[src/ivr_defs.vh]
`ifndef IVR_DEFS_VH
`define IVR_DEFS_VH

`define IVR_ADDR_W 20
`define IVR_INFO_ADDR 20'h00000
`define IVR_FIX_UNDEF 20'hfffdc
`define IVR_FIX_OVF 20'hfffe0
`define IVR_FIX_BREAK 20'hfffe4
`define IVR_FIX_AMATCH 20'hfffe8
`define IVR_FIX_STEP 20'hfffec
`define IVR_FIX_WDT 20'hffff0
`define IVR_FIX_DBG 20'hffff4
`define IVR_FIX_NMI 20'hffff8
`define IVR_FIX_RESET 20'hffffc
`define IVR_FIX_LAST 20'hfffff
`define IVR_BREAK_SEL_ADDR 20'hfffe7
`define IVR_BREAK_SEL_VAL 8'hff
`define IVR_ENTRY_BYTES 3'h4
`define IVR_TABLE_BYTES 9'h100
`define IVR_NUM_BREAK 6'h00
`define IVR_NUM_SW_UNMASKED 6'h20
`define IVR_NUM_CH2_COLL 6'h0a
`define IVR_NUM_CH2_TX 6'h0f
`define IVR_NUM_CH2_RX 6'h10
`define IVR_NUM_EXT5 6'h08
`define IVR_NUM_EXT4 6'h09

`define IVR_SRC_UNDEF 4'h0
`define IVR_SRC_OVF 4'h1
`define IVR_SRC_BREAK 4'h2
`define IVR_SRC_AMATCH 4'h3
`define IVR_SRC_STEP 4'h4
`define IVR_SRC_WDT 4'h5
`define IVR_SRC_OSC 4'h6
`define IVR_SRC_VDROP 4'h7
`define IVR_SRC_DBG 4'h8
`define IVR_SRC_NMI 4'h9
`define IVR_SRC_RESET 4'ha

`endif

[src/ivr_fixed_map.v]
`timescale 1ns/100ps
`default_nettype none
`include "ivr_defs.vh"

module ivr_fixed_map (
  input wire [3:0] src,
  output reg [19:0] entry_addr,
  output reg src_valid
);

  always @* begin
    src_valid = 1'b1;
    case (src)
      `IVR_SRC_UNDEF: entry_addr = `IVR_FIX_UNDEF;
      `IVR_SRC_OVF: entry_addr = `IVR_FIX_OVF;
      `IVR_SRC_BREAK: entry_addr = `IVR_FIX_BREAK;
      `IVR_SRC_AMATCH: entry_addr = `IVR_FIX_AMATCH;
      `IVR_SRC_STEP: entry_addr = `IVR_FIX_STEP;
      `IVR_SRC_WDT, `IVR_SRC_OSC, `IVR_SRC_VDROP: entry_addr = `IVR_FIX_WDT;
      `IVR_SRC_DBG: entry_addr = `IVR_FIX_DBG;
      `IVR_SRC_NMI: entry_addr = `IVR_FIX_NMI;
      `IVR_SRC_RESET: entry_addr = `IVR_FIX_RESET;
      default: begin
        entry_addr = `IVR_FIX_RESET;
        src_valid = 1'b0;
      end
    endcase
  end

endmodule // ivr_fixed_map
`default_nettype wire

[src/ivr_ch2_source.v]
`timescale 1ns/100ps
`default_nettype none
`include "ivr_defs.vh"

module ivr_ch2_source (
  input wire clk,
  input wire rst_n,
  input wire i2c_mode,
  input wire ch2_tx_evt,
  input wire ch2_rx_evt,
  input wire ch2_not_acknowledge,
  input wire ch2_acknowledge,
  input wire ch2_collision_evt,
  input wire ch2_start_stop_evt,
  output reg raise_tx_ff,
  output reg raise_rx_ff,
  output reg raise_coll_ff
);

  wire nxt_raise_tx;
  wire nxt_raise_rx;
  wire nxt_raise_coll;

  // Bus mode swaps the event that drives each shared entry
  assign nxt_raise_tx = i2c_mode ? ch2_not_acknowledge : ch2_tx_evt;
  assign nxt_raise_rx = i2c_mode ? ch2_acknowledge : ch2_rx_evt;
  assign nxt_raise_coll = i2c_mode ? ch2_start_stop_evt : ch2_collision_evt;

  always @(posedge clk) begin
    if (!rst_n) begin
      raise_tx_ff <= 1'b0;
      raise_rx_ff <= 1'b0;
      raise_coll_ff <= 1'b0;
    end else begin
      raise_tx_ff <= nxt_raise_tx;
      raise_rx_ff <= nxt_raise_rx;
      raise_coll_ff <= nxt_raise_coll;
    end
  end

endmodule // ivr_ch2_source
`default_nettype wire

[src/ivr_resolver.v]
// Summary of operation
// - Every vector entry is four consecutive bytes holding a routine start address.
// - On acceptance the fetched routine address is loaded into the program counter.
// - Fixed entries occupy FFFDC through FFFFF, one four-byte entry per source, except that watchdog, oscillator and voltage share one.
// - Undefined-opcode trap vectors through FFFDC, lowest fixed entry.
// - Overflow FFFE0, break FFFE4, address match FFFE8, single step FFFEC.
// - Break uses relocatable entry zero when byte FFFE7 reads FF.
// - Watchdog, oscillator and voltage share FFFF0; debugger FFFF4, NMI FFFF8, reset FFFFC.
// - High bytes of fixed entries are exported to the flash ID check.
// - Relocatable table is 256 bytes starting at the vector table base.
// - Even base is fast; odd base works but needs more reads.
// - Number n sits at base plus 4n to 4n+3; break is number zero.
// - Break and software numbers 32 to 63 ignore the global enable.
// - In I2C mode entries 15 and 16 come from not-ack and ack.
// - Number 10 is bus collision, or start/stop detection in I2C mode.
// - Sequence starts by reading address 00000, then clears the source request.
`timescale 1ns/100ps
`default_nettype none
`include "ivr_defs.vh"

module ivr_resolver #(
  parameter AW = `IVR_ADDR_W
) (
  input wire clk,
  input wire rst_n,
  input wire req_valid,
  input wire req_fixed,
  input wire [3:0] req_src,
  input wire [5:0] req_num,
  input wire req_hw,
  input wire global_int_enable,
  input wire [AW-1:0] vector_table_base,
  input wire mem_rd_valid,
  input wire [15:0] mem_rd_data,
  input wire i2c_mode,
  input wire ch2_tx_evt,
  input wire ch2_rx_evt,
  input wire ch2_not_acknowledge,
  input wire ch2_acknowledge,
  input wire ch2_collision_evt,
  input wire ch2_start_stop_evt,
  output reg req_ready_ff,
  output reg req_refused_ff,
  output reg mem_rd_en_ff,
  output reg [AW-1:0] mem_addr_ff,
  output reg mem_word_ff,
  output reg [15:0] info_ff,
  output reg clear_req_ff,
  output reg [5:0] clear_num_ff,
  output reg pc_load_ff,
  output reg [AW-1:0] pc_value_ff,
  output reg id_byte_stb_ff,
  output reg [7:0] id_byte_ff,
  output wire raise_ch2_tx_ff,
  output wire raise_ch2_rx_ff,
  output wire raise_ch2_coll_ff
);

  localparam [2:0] ST_IDLE = 3'd0;
  localparam [2:0] ST_INFO = 3'd1;
  localparam [2:0] ST_SELCHK = 3'd2;
  localparam [2:0] ST_FETCH = 3'd3;

  reg [2:0] state_ff;
  reg fixed_ff;
  reg [3:0] src_ff;
  reg [5:0] num_ff;
  reg [AW-1:0] entry_ff;
  reg [2:0] cnt_ff;
  reg [31:0] vec_ff;
  reg from_fixed_ff;

  wire [19:0] fixed_addr;
  wire fixed_ok;
  wire refuse;
  wire [2:0] step;
  wire [2:0] nxt_cnt;
  wire [AW-1:0] fetch_addr;

  function [AW-1:0] reloc_entry;
    input [AW-1:0] base;
    input [5:0] num;
    begin
      reloc_entry = base + {{(AW-8){1'b0}}, num, 2'b00};
    end
  endfunction

  function reserved_num;
    input [5:0] num;
    begin
      reserved_num = (num != 6'h00) && (num < 6'h08) && (num != 6'h04);
    end
  endfunction

  ivr_fixed_map u_fixed_map (
    // Latched code once busy; the request bus may already carry the next one
    .src((state_ff == ST_IDLE) ? req_src : src_ff),
    .entry_addr(fixed_addr),
    .src_valid(fixed_ok)
  );

  ivr_ch2_source u_ch2_source (
    .clk(clk),
    .rst_n(rst_n),
    .i2c_mode(i2c_mode),
    .ch2_tx_evt(ch2_tx_evt),
    .ch2_rx_evt(ch2_rx_evt),
    .ch2_not_acknowledge(ch2_not_acknowledge),
    .ch2_acknowledge(ch2_acknowledge),
    .ch2_collision_evt(ch2_collision_evt),
    .ch2_start_stop_evt(ch2_start_stop_evt),
    .raise_tx_ff(raise_ch2_tx_ff),
    .raise_rx_ff(raise_ch2_rx_ff),
    .raise_coll_ff(raise_ch2_coll_ff)
  );

  // Relocatable hardware requests obey the enable; fixed sources and software numbers never do
  assign refuse = req_fixed ? !fixed_ok :
                  (req_hw && (!global_int_enable || reserved_num(req_num) ||
                   req_num == `IVR_NUM_BREAK || req_num >= `IVR_NUM_SW_UNMASKED));

  // Odd entries fall back to byte reads, hence the slower sequence
  assign step = entry_ff[0] ? 3'd1 : 3'd2;
  assign nxt_cnt = cnt_ff + step;
  assign fetch_addr = entry_ff + {{(AW-3){1'b0}}, nxt_cnt};

  always @(posedge clk) begin
    if (!rst_n) begin
      state_ff <= ST_IDLE;
      req_ready_ff <= 1'b0;
      req_refused_ff <= 1'b0;
      mem_rd_en_ff <= 1'b0;
      mem_addr_ff <= {AW{1'b0}};
      mem_word_ff <= 1'b0;
      info_ff <= 16'h0000;
      clear_req_ff <= 1'b0;
      clear_num_ff <= 6'h00;
      pc_load_ff <= 1'b0;
      pc_value_ff <= {AW{1'b0}};
      id_byte_stb_ff <= 1'b0;
      id_byte_ff <= 8'h00;
      fixed_ff <= 1'b0;
      src_ff <= 4'h0;
      num_ff <= 6'h00;
      entry_ff <= {AW{1'b0}};
      cnt_ff <= 3'd0;
      vec_ff <= 32'h00000000;
      from_fixed_ff <= 1'b0;
    end else begin
      req_refused_ff <= 1'b0;
      mem_rd_en_ff <= 1'b0;
      clear_req_ff <= 1'b0;
      pc_load_ff <= 1'b0;
      id_byte_stb_ff <= 1'b0;
      case (state_ff)
        ST_IDLE: begin
          req_ready_ff <= 1'b1;
          if (req_valid && req_ready_ff) begin
            if (refuse) begin
              req_refused_ff <= 1'b1;
            end else begin
              req_ready_ff <= 1'b0;
              fixed_ff <= req_fixed;
              src_ff <= req_src;
              num_ff <= req_num;
              mem_rd_en_ff <= 1'b1;
              mem_addr_ff <= `IVR_INFO_ADDR;
              mem_word_ff <= 1'b1;
              state_ff <= ST_INFO;
            end
          end
        end
        ST_INFO: begin
          if (mem_rd_valid) begin
            info_ff <= mem_rd_data;
            clear_req_ff <= 1'b1;
            clear_num_ff <= num_ff;
            cnt_ff <= 3'd0;
            vec_ff <= 32'h00000000;
            mem_rd_en_ff <= 1'b1;
            if (fixed_ff && src_ff == `IVR_SRC_BREAK) begin
              mem_addr_ff <= `IVR_BREAK_SEL_ADDR;
              mem_word_ff <= 1'b0;
              state_ff <= ST_SELCHK;
            end else if (fixed_ff) begin
              entry_ff <= fixed_addr;
              from_fixed_ff <= 1'b1;
              mem_addr_ff <= fixed_addr;
              mem_word_ff <= 1'b1;
              state_ff <= ST_FETCH;
            end else begin
              entry_ff <= reloc_entry(vector_table_base, num_ff);
              from_fixed_ff <= 1'b0;
              mem_addr_ff <= reloc_entry(vector_table_base, num_ff);
              mem_word_ff <= !vector_table_base[0];
              state_ff <= ST_FETCH;
            end
          end
        end
        ST_SELCHK: begin
          if (mem_rd_valid) begin
            mem_rd_en_ff <= 1'b1;
            state_ff <= ST_FETCH;
            if (mem_rd_data[7:0] == `IVR_BREAK_SEL_VAL) begin
              entry_ff <= reloc_entry(vector_table_base, `IVR_NUM_BREAK);
              from_fixed_ff <= 1'b0;
              mem_addr_ff <= reloc_entry(vector_table_base, `IVR_NUM_BREAK);
              mem_word_ff <= !vector_table_base[0];
            end else begin
              entry_ff <= `IVR_FIX_BREAK;
              from_fixed_ff <= 1'b1;
              mem_addr_ff <= `IVR_FIX_BREAK;
              mem_word_ff <= 1'b1;
            end
          end
        end
        ST_FETCH: begin
          if (mem_rd_valid) begin
            // Lowest address lands in the lowest byte
            if (entry_ff[0]) begin
              vec_ff[cnt_ff[1:0]*8 +: 8] <= mem_rd_data[7:0];
            end else begin
              vec_ff[cnt_ff[1:0]*8 +: 16] <= mem_rd_data;
            end
            if (from_fixed_ff && nxt_cnt == {1'b0, 2'd0} + 3'd4) begin
              id_byte_stb_ff <= 1'b1;
              id_byte_ff <= entry_ff[0] ? mem_rd_data[7:0] : mem_rd_data[15:8];
            end
            if (nxt_cnt >= `IVR_ENTRY_BYTES) begin
              pc_load_ff <= 1'b1;
              if (entry_ff[0]) begin
                // Byte reads: byte 2 is already held, the last read is byte 3
                pc_value_ff <= vec_ff[19:0];
              end else begin
                pc_value_ff <= {mem_rd_data[3:0], vec_ff[15:0]};
              end
              req_ready_ff <= 1'b1;
              state_ff <= ST_IDLE;
            end else begin
              cnt_ff <= nxt_cnt;
              mem_rd_en_ff <= 1'b1;
              mem_addr_ff <= fetch_addr;
            end
          end
        end
        default: begin
          state_ff <= ST_IDLE;
        end
      endcase
    end
  end

endmodule // ivr_resolver
`default_nettype wire

[config.mk]
export PLATFORM = sky130hd
export DESIGN_NAME = ivr_resolver
export DESIGN_NICKNAME = d
export VERILOG_FILES = /design/src/ivr_fixed_map.v /design/src/ivr_ch2_source.v /design/src/ivr_resolver.v
export VERILOG_INCLUDE_DIRS = /design/src
export SDC_FILE = /design/constraint.sdc
export NUM_CORES = 1
export LEC_CHECK = 0
export BUFFER_PORTS_ARGS = -buffer_cell sky130_fd_sc_hd__buf_4
export CAP_MARGIN = 25
export CORE_ASPECT_RATIO = 2
export CORE_MARGIN = 3
export CORE_UTILIZATION = 55
export CTS_CLUSTER_SIZE = 28
export DETAILED_ROUTE_END_ITERATION = 6
export GPL_TIMING_DRIVEN = 1
export HOLD_SLACK_MARGIN = 0.15
export PLACE_DENSITY = 0.79
export SLEW_MARGIN = 20
export SYNTH_ARGS = -nofsm -noshare
export SYNTH_HDL_FRONTEND = slang
export SYNTH_SLANG_ARGS = --single-unit
export TNS_END_PERCENT = 10
[constraint.sdc]
create_clock -name clk -period 7.75 [get_ports clk]
set_input_delay 1.1625 -clock clk [delete_from_list [all_inputs] [get_ports clk]]
set_output_delay 1.1625 -clock clk [all_outputs]
set_load 0.05 [all_outputs]
# Yosys cells after proc, flatten, opt, wreduce, memory -nomap -nowiden
# Cells that the tools add are included.
[word_totals]
in_bits = 60
ff_bits = 150
[op_classes]
n_eq_ne = 25
n_bitwise = 1
n_reduce_logical = 38
n_addsub = 4
mux = 68
order_cmp = 3
shift = 4
[ops]
columns = ["operator", "n"]
rows = [
  ["$mux W20", 12],
  ["$mux W32", 3],
  ["$pmux W20 S4", 1],
  ["$bwmux W32", 2],
  ["$pmux W32 S2", 1],
  ["$pmux W6 S8", 1],
  ["$pmux W20 S2", 1],
  ["$neg A5 Y34", 1],
  ["$shift A16 B34 Y32 const A", 1],
  ["$shift A8 B34 Y32 const A", 1],
  ["$shiftx A16 B34 Y32", 1],
  ["$shiftx A8 B34 Y32", 1],
  ["$mux W1", 29],
  ["$mux W3", 9],
  ["$reduce_and A3 Y1", 7],
  ["$add A20 B3 Y20", 1],
  ["$add A20 B8 Y20", 1],
  ["$eq A4 B3 Y1 const B", 4],
  ["$ne A2 B2 Y1 const B", 7],
  ["$eq A4 B2 Y1 const B", 3],
  ["$eq A4 B4 Y1 const B", 3],
  ["$pmux W3 S4", 1],
  ["$reduce_or A11 Y1", 1],
  ["$eq A8 B8 Y1 const B", 1],
  ["other kinds (34)", 50],
]

# Logic depth before layout (Yosys ltp)
# Gate-level depths: netlist (run 1).
[depth]
depth_word = 11
ltp_mapped = 11
depth_no_buf = 11

# By module
# A second synthesis (run 1) with hierarchy kept.
[hier_totals]
cells_unflattened = 967
hier_area_um2 = 7905.1
[modules_own_cells]
columns = ["module", "cells_per_inst", "n_inst", "area_each_um2", "seq_area_each_um2"]
rows = [
  ["ivr_resolver", 925, 1, 7583.5, 2682.6],
  ["ivr_fixed_map", 33, 1, 212.7, 0.0],
  ["ivr_ch2_source", 9, 1, 108.9, 60.1],
]

# Worst setup path after synthesis (run 1)
# No wires, ideal clock.
[synth_timing]
kind = "input to register"
start = "in vector_table_base[2]"
end = "reg mem_addr_ff[10]"
stages = 9
path_slack_ps = 4747
setup_time_ps = 127
arrival_time_ps = 2876
required_ps = 7623
n_path_buf = 0
cell_sequence = "ha_1 -> inv_1 -> fa_1 -> nand2b_1 -> a21oi_1 -> o211ai_1 -> xnor2_1 -> a221oi_1 -> o21ai_1"
[synth_via]
elab_chain_len = 5
[synth_lines]
columns = ["element", "line_no", "text"]
rows = [
  ["start: declaration", "ivr_resolver.v:32", "input wire [AW-1:0] vector_table_base,"],
  ["$add A20 B8 Y20", "ivr_resolver.v:84", "reloc_entry = base + {{(AW-8){1'b0}}, num, 2'b00};"],
  ["$mux W20", "ivr_resolver.v:185", "end else if (fixed_ff) begin"],
  ["$mux W20", "ivr_resolver.v:181", "if (fixed_ff && src_ff == `IVR_SRC_BREAK) begin"],
  ["$mux W20", "ivr_resolver.v:174", "if (mem_rd_valid) begin"],
  ["$pmux W20 S4", "ivr_resolver.v:155", "case (state_ff)"],
  ["end signal: assignment", "ivr_resolver.v:182", "mem_addr_ff <= `IVR_BREAK_SEL_ADDR;"],
  ["end signal: assignment", "ivr_resolver.v:188", "mem_addr_ff <= fixed_addr;"],
  ["end signal: assignment", "ivr_resolver.v:194", "mem_addr_ff <= reloc_entry(vector_table_base, num_ff);"],
  ["end: declaration", "ivr_resolver.v:45", "output reg [AW-1:0] mem_addr_ff,"],
]
# Every way passes these cells. The select of a mux whose other input is x is not followed.
# A chain may end at the register's enable or synchronous reset.

# Final worst setup path (run 1)
[layout_timing]
start = "reg cnt_ff[0]"
end = "reg mem_addr_ff[7]"
[layout_via]
elab_chain_len = 5
[layout_lines]
columns = ["element", "line_no", "text"]
rows = [
  ["start: declaration", "ivr_resolver.v:69", "reg [2:0] cnt_ff;"],
  ["start signal: assignment", "ivr_resolver.v:240", "cnt_ff <= nxt_cnt;"],
  ["$add A3 B2 Y3 *", "ivr_resolver.v:124", "assign nxt_cnt = cnt_ff + step;"],
  ["$add A20 B3 Y20", "ivr_resolver.v:125", "assign fetch_addr = entry_ff + {{(AW-3){1'b0}}, nxt_cnt};"],
  ["$mux W20", "ivr_resolver.v:229", "if (nxt_cnt >= `IVR_ENTRY_BYTES) begin"],
  ["$mux W20", "ivr_resolver.v:218", "if (mem_rd_valid) begin"],
  ["$pmux W20 S4", "ivr_resolver.v:155", ""],
  ["end signal: assignment", "ivr_resolver.v:133", "mem_addr_ff <= {AW{1'b0}};"],
  ["end signal: assignment", "ivr_resolver.v:167", "mem_addr_ff <= `IVR_INFO_ADDR;"],
  ["end signal: assignment", "ivr_resolver.v:242", "mem_addr_ff <= fetch_addr;"],
]
# Mark *: on every way between the ends. The rest lies on a longest branch, timed or not. The select of a mux whose other input is x is not followed.

==> impl_results.md, run 1 <==
* Status: complete, no violations
* Setup crit end kind: flip-flop
* DRT Wirelength at 23.1 mm
* Syn Inst Count at 891
* Max Cap Violations at 0
* Crit-path leading delay family: adder cells
* Number of synthesized register bits at 137
* First-pass GRT wire length at 36.0 mm
* RSZ-0062 raised after global routing: no
* Fin cells at 1174
* Synth top area share at 0.371
* Period utilization at 0.470
* Post-synth top area cell: dfxtp_1
* Initial Utilization at 0.566
* Dpl hpwl at 16.9 mm
* Vias in the first global route at 7139
* Post-CTS Setup Bufs at 0
* End point of the critical path: mem_addr_ff[7]
* CP startpoint: cnt_ff[0]
* Filler cells at 1096
* Crit. path cell count at 11
* Synthesized net count at 972
* Buffers & Inverters on Critical Path at 1
* Worst slew pin tran at 0.991 ns
* Worst relative slew slack at 0.322
* Final ANT Viol Nets at 0
* R2R Setup Slk at 4.11 ns
* Top Ports at 140
* Minimum clock period at 3.64 ns
* Reg-to-Reg Start: cnt_ff[0]
* FF-to-FF path depth at 11
* Commonest cells after routing, fill and taps aside: nand2_1 (171), buf_4 (148), dfxtp_1 (137)
* FFs w/ async S/R, synth at 0
* Die area at 0.0149 mm2
* 1st-iter DRT viols at 507
* Vias post-DR at 7314
* Commonest non-fill, non-tap cell in the layout: nand2_1
* Hold Buf Count CTS at 0
* Largest net degree at the start of global routing at 65
* Reg-to-Reg End: mem_addr_ff[7]
* CTS tree: built
* # diodes at 0
* Total grt overflow at 0
* CP cell instances: ha_1, inv_1, fa_1, xnor2_2, ha_1, o211ai_1, nor2_1, and3_1, xnor2_1, o221ai_1, a22o_1
* Total Neg Setup Slack at 0 ns
* Crit Path Class: reg2reg
* Placed insts at 1142
* Critical path arrival at 3.95 ns
* DRT Pass-1 Iters at 7
* Nets at 1090
* Cell leakage power at 0.00382 uW
* Root Buffer: clkbuf_16
* Clock Tree Buf Depth at 2
* Total Power at 2410 uW
* Port bufs at 139
* Area grow syn2layout at 22.5%
* Inserted Clock Buffers at 17
* CP max stage delay at 0.67 ns
* CORE AREA at 0.0131 mm2
* Vias per inst at 6.23
* Top cell by count, worst path: ha_1
* Gpl congestion at 0.901
* Syn_area_per_cell at 8.29 um2
* Syn. warnings at 0
* Final Max Tran Viols at 0
* Setup-failing EPs final at 0
* Slowest-stage cell, CP: dfxtp_1
* Die width at 88.0 um
* GRT Resource Usage Total at 0.311
* Worst Hold Class: reg2reg
* Layout cell share with drive strength beyond 1 at 0.194
* Max Clock Skew at 0.00801 ns
* Worst Path Max Fanout at 13
* Clk Latency, worst-skew pair at 0.42 ns
* Final Hold Viols at 0
* Netlist Area Pre-Place at 0.00739 mm2
* Clk slew on worst S/H paths at 0.07 ns
* Synth cell types at 74
* Largest cells by area after synthesis: dfxtp_1 (37%), nand2_1 (8.7%), a21boi_0 (4.7%)
* Clock net sink count at 137
* Most used DFF post-synth: dfxtp_1
* EDFF count, synth at 0
* Initial antenna violation count at 0
* Die Height at 170 um
* Crit path launch type: flip-flop
* Number of cell rows at 59
* CP required at 8.06 ns
* DR WL/cell at 19.7 um
* CTS H-tree depth at 4
* VDD IR max at 0.178 mV
* Max Fclk at 274 MHz
* # DRC at 0
* PwrDens at 266 mW/mm2
* # resized after CTS at 0
* Post-synthesis sequential area ratio at 0.371
-- stage by stage --
stage	cell area (um2)	worst slack (ns)	hold WS [ns]	util
final	9050	4.11	0.452	0.693
after global routing	9050	3.87	0.472	0.693
after CTS	9050	4.17	0.456	0.693
after detailed placement	8500	4.18	0.447	0.650
after global placement	8500	4.24	0.439	0.650
after floorplan	7390	4.75	0.441	-
-- cells by family (layout without fill, tap and decap cells) --
logic type / count (synthesis) / count (layout) / synth area share
AO/OA/AOI/OAI: 270 / 270 / 0.259
XOR/XNOR: 29 / 29 / 0.0354
adder cells (fa/ha/maj): 21 / 21 / 0.0386
buffers and inverters: 73 / 204 / 0.0393
flip-flops: 137 / 137 / 0.371
multiplexers: 34 / 34 / 0.0464
AND/OR/NAND/NOR: 327 / 327 / 0.210
-- synthesized netlist by cell type, types with 6 or more instances --
| cell | n |
|---|---|
| o21a_1 | 10 |
| and2_1 | 6 |
| a22oi_1 | 13 |
| o21ai_0 | 47 |
| and4_1 | 6 |
| nand2_1 | 171 |
| nand2b_1 | 11 |
| o21ai_1 | 6 |
| nor4_1 | 6 |
| a21oi_1 | 45 |
| xnor2_1 | 23 |
| nor3_1 | 8 |
| nor2_1 | 34 |
| a21boi_0 | 46 |
| nor2b_1 | 36 |
| nand4_1 | 8 |
| o221ai_1 | 12 |
| mux2i_1 | 32 |
| o211ai_1 | 12 |
| inv_1 | 22 |
| a21boi_1 | 8 |
| ha_1 | 18 |
| buf_2 | 6 |
| clkbuf_1 | 36 |
| o211a_1 | 21 |
| dfxtp_1 | 137 |
| nand3_1 | 18 |
-- cell type report --
class / instances / area [um2] / share of cell area
clock buffer: 17 / 425 / 0.0470
sequential: 137 / 2740 / 0.303
tap: 152 / 190 / 0.0210
inverter: 24 / 90.1 / 0.00995
clock inverter: 15 / 133 / 0.0146
multi-input combinational: 681 / 4360 / 0.482
timing repair buffer: 148 / 1110 / 0.123
-- worst min-delay path by stage --
| stage | startpoint | end | slack [ns] | cells past startpoint |
|---|---|---|---|---|
| finish | mem_addr_ff[16] | mem_addr_ff[16] | 0.45 | 2 |
| detailed placement | mem_addr_ff[14] | mem_addr_ff[14] | 0.45 | 2 |
| CTS | mem_addr_ff[14] | mem_addr_ff[14] | 0.46 | 2 |
| floorplan | vec_ff[10] | pc_value_ff[10] | 0.44 | 2 |
| global route | mem_addr_ff[4] | mem_addr_ff[4] | 0.47 | 2 |
| global placement | mem_addr_ff[15] | mem_addr_ff[15] | 0.44 | 2 |
-- state kept, by name, indices dropped and copies added, names as in the netlist --
register / flops
u_ch2_source.raise_coll_ff: 1
num_ff: 6
cnt_ff: 3
id_byte_stb_ff: 1
fixed_ff: 1
from_fixed_ff: 1
src_ff: 4
mem_addr_ff: 20
u_ch2_source.raise_tx_ff: 1
mem_word_ff: 1
id_byte_ff: 8
pc_value_ff: 20
vec_ff: 20
req_refused_ff: 1
pc_load_ff: 1
clear_num_ff: 6
state_ff: 2
u_ch2_source.raise_rx_ff: 1
entry_ff: 20
mem_rd_en_ff: 1
req_ready_ff: 1
info_ff: 16
clear_req_ff: 1
-- tightest hold or removal path, cell delays in order (launching register included) --
cell	delay (ns)
dfxtp_1	0.31
nand2_1	0.05
o21ai_1	0.05
-- report_power, final --
part / switching [uW] / internal [uW]
Clock: 353 / 424
Sequential: 67.1 / 784
Combinational: 504 / 274
-- layer usage --
| layer | vias to the layer above | wire, um | track usage |
|---|---|---|---|
| met2 | 347 | 12700 | 0.570 |
| met4 | 0 | 1650 | 0.222 |
| met1 | 3420 | 7620 | 0.304 |
| li1 | 3422 | - | - |
| met3 | 125 | 1200 | 0.0509 |
| met5 | - | 0 | 0 |
Note: power is estimated with default switching activity, not from simulation.
==> run 2, diff against run 1 <==
Clock period 7.75 ns to 3.7 ns, I/O delays scaled along.
==> impl_results.md, run 2 (same netlist as run 1, synthesis figures left out) <==
* Status: complete, no violations
* Final ANT Viol Nets at 0 (unchanged)
* Slowest-stage cell, CP: fa_1
* Final Hold Viols at 0 (unchanged)
* Hold Buf Count CTS at 0 (unchanged)
* Metal3 WL at 1.30 mm (+8.1%)
* Period utilization at 0.843 (+0.373)
* CORE AREA at 0.0131 mm2 (unchanged)
* DR top layer: met4
* Clk slew on worst S/H paths at 0.06 ns (about the same)
* First-pass GRT wire length at 35.6 mm (-0.90%)
* Critical path arrival at 3.43 ns (-0.52 ns)
* Dpl hpwl at 17.0 mm (+0.63%)
* Worst slew pin tran at 0.912 ns (-0.0793 ns)
* Max Clock Skew at 0.0127 ns (+0.00471 ns)
* Minimum clock period at 3.12 ns (-0.526 ns)
* Met2 WL at 12.5 mm (-1.4%)
* Final Max Tran Viols at 0 (unchanged)
* Setup-failing EPs final at 0 (unchanged)
* Total Neg Setup Slack at 0 ns (unchanged)
* Cell leakage power at 0.00388 uW (+1.6%)
* Setup crit end kind: flip-flop
* Layout cell share with drive strength beyond 1 at 0.203 (+0.00973)
* CTS tree: built
* Top Ports at 140 (unchanged)
* Area grow syn2layout at 24.3%
* Worst Path Max Fanout at 8 (-5)
* Clock share of power at 0.325 (+0.002)
* Placed Area at 0.00860 mm2 (+1.2%)
* Clk Latency, worst-skew pair at 0.42 ns (about the same)
* Worst Hold Class: in2reg
* VDD IR max at 0.422 mV (+140%)
* # resized after CTS at 0 (unchanged)
* Number of cell rows at 59 (unchanged)
* CP cell instances: ha_1, inv_1, fa_1, fa_1, nor2b_1, o211a_1, and4_1, xnor2_1, o221ai_1, a22o_1
* Switching Share at 0.375 (-0.00898)
* DRT Pass-1 Iters at 5 (-2)
* RSZ-0062 raised after global routing: no
* Logic pwr share at 0.323 (about the same)
* Gpl congestion at 1.05 (+16%)
* Nets at 1105 (+1.4%)
* Reg-to-Reg Start: entry_ff[0]
* Post-CTS Setup Bufs at 0 (unchanged)
* CP required at 4.01 ns (-4.05 ns)
* Largest net degree at the start of global routing at 123 (+89%)
* Vias post-DR at 7279 (-0.48%)
* CTS H-tree depth at 4 (unchanged)
* Root Buffer: clkbuf_16
* Commonest cells after routing, fill and taps aside: nand2_1 (171), buf_4 (162), dfxtp_1 (137)
* Port bufs at 139 (unchanged)
* 1st-iter DRT viols at 448 (-12%)
* Total grt overflow at 0 (unchanged)
* Initial Utilization at 0.566 (unchanged)
* Int Power at 3180 uW (+110%)
* Die width at 88.0 um (unchanged)
* Fin cells at 1189 (+1.3%)
* CP max stage delay at 0.51 ns (-0.16 ns)
* DRT Wirelength at 23.0 mm (-0.45%)
* WL met1 at 7.63 mm (+0.13%)
* Crit-path leading delay family: adder cells
* Placed insts at 1156 (+1.2%)
* Vias per inst at 6.12 (-1.7%)
* Crit Path Class: reg2reg
* Clock Tree Buf Depth at 2 (unchanged)
* Top cell by count, worst path: fa_1
* Inserted Clock Buffers at 17 (unchanged)
* Clock net sink count at 137 (unchanged)
* # diodes at 0 (unchanged)
* Commonest non-fill, non-tap cell in the layout: nand2_1
* Final instance area at 0.00919 mm2 (+1.5%)
* Final core occ at 0.703 (+0.0102)
* Worst hold start: ch2_tx_evt
* Sw Pwr at 1910 uW (+110%)
* Flop pwr share at 0.352 (-0.002)
* Max Cap Violations at 0 (unchanged)
* GRT Resource Usage Total at 0.309 (-0.00249)
* Max Fclk at 321 MHz (+17%)
* Crit path launch type: flip-flop
* Die Height at 170 um (unchanged)
* # DRC at 0 (unchanged)
* PwrDens at 554 mW/mm2 (+110%)
* Vias in the first global route at 7059 (-1.1%)
* DR WL/cell at 19.4 um (-1.7%)
* CP startpoint: entry_ff[0]
* Buffers & Inverters on Critical Path at 1 (unchanged)
* Worst relative slew slack at 0.388 (+0.0664)
* Initial antenna violation count at 0 (unchanged)
* Die area at 0.0149 mm2 (unchanged)
## run 2: changes by cell type in the layout (fill, tap and decap cells not counted)
cell / previous run / this run
clkinv_4: 3 / 1
buf_12: 0 / 1
clkinvlp_4: 0 / 4
bufinv_16: 0 / 1
buf_4: 148 / 162
clkbuf_1: 0 / 2
clkinv_2: 3 / 0
inv_8: 5 / 1
inv_6: 4 / 6
## run 2: worst min-delay path, cell delays in order
cell and delay [ns]:
buf_4 0.07, mux2i_1 0.05, nor2b_1 0.09
## run 2: stage by stage
| stage | hold slack, ns | worst slack [ns] | total power (uW) |
|---|---|---|---|
| floorplan | 0.441 | 0.832 | 2930 |
| global placement | 0.440 | 0.787 | 3410 |
| detailed placement | 0.443 | 0.673 | 3430 |
| CTS | 0.385 | 0.620 | 5070 |
| global route | 0.394 | 0.425 | 5300 |
| finish | 0.398 | 0.581 | 5090 |
## run 2: power by group through the flow
stage	Combinational [uW]	Clock [uW]	Sequential, uW
2_1_floorplan	905	0	2020
3_3_place_gp	1600	0	1810
3_5_place_dp	1620	0	1820
4_1_cts	1620	1670	1790
5_1_grt	1770	1730	1810
6_report	1640	1650	1790
## run 2: layer usage
layer	vias up	track usage
met1	3370	0.309
li1	3450	-
met5	-	0
met3	94	0.0489
met2	365	0.563
met4	0	0.210
## run 2: worst paths after layout
| check | slack [ns] | cells after the start | end |
|---|---|---|---|
| min | 0.40 | 3 | u_ch2_source.raise_tx_ff |
| max | 0.58 | 10 | mem_addr_ff[8] |
| min reg2reg | 0.45 | 2 | mem_addr_ff[14] |
| max reg2reg | 0.58 | 10 | mem_addr_ff[8] |
## run 2: layout make-up
| cell class | instances | area, um2 |
|---|---|---|
| Timing Repair Buffer | 163 | 1240 |
| Multi-Input combinational cell | 681 | 4360 |
| Sequential cell | 137 | 2740 |
| Clock buffer | 19 | 433 |
| Tap cell | 152 | 190 |
| Fill cell | 1088 | 3880 |
| Inverter | 24 | 90.1 |
| Clock inverter | 13 | 133 |
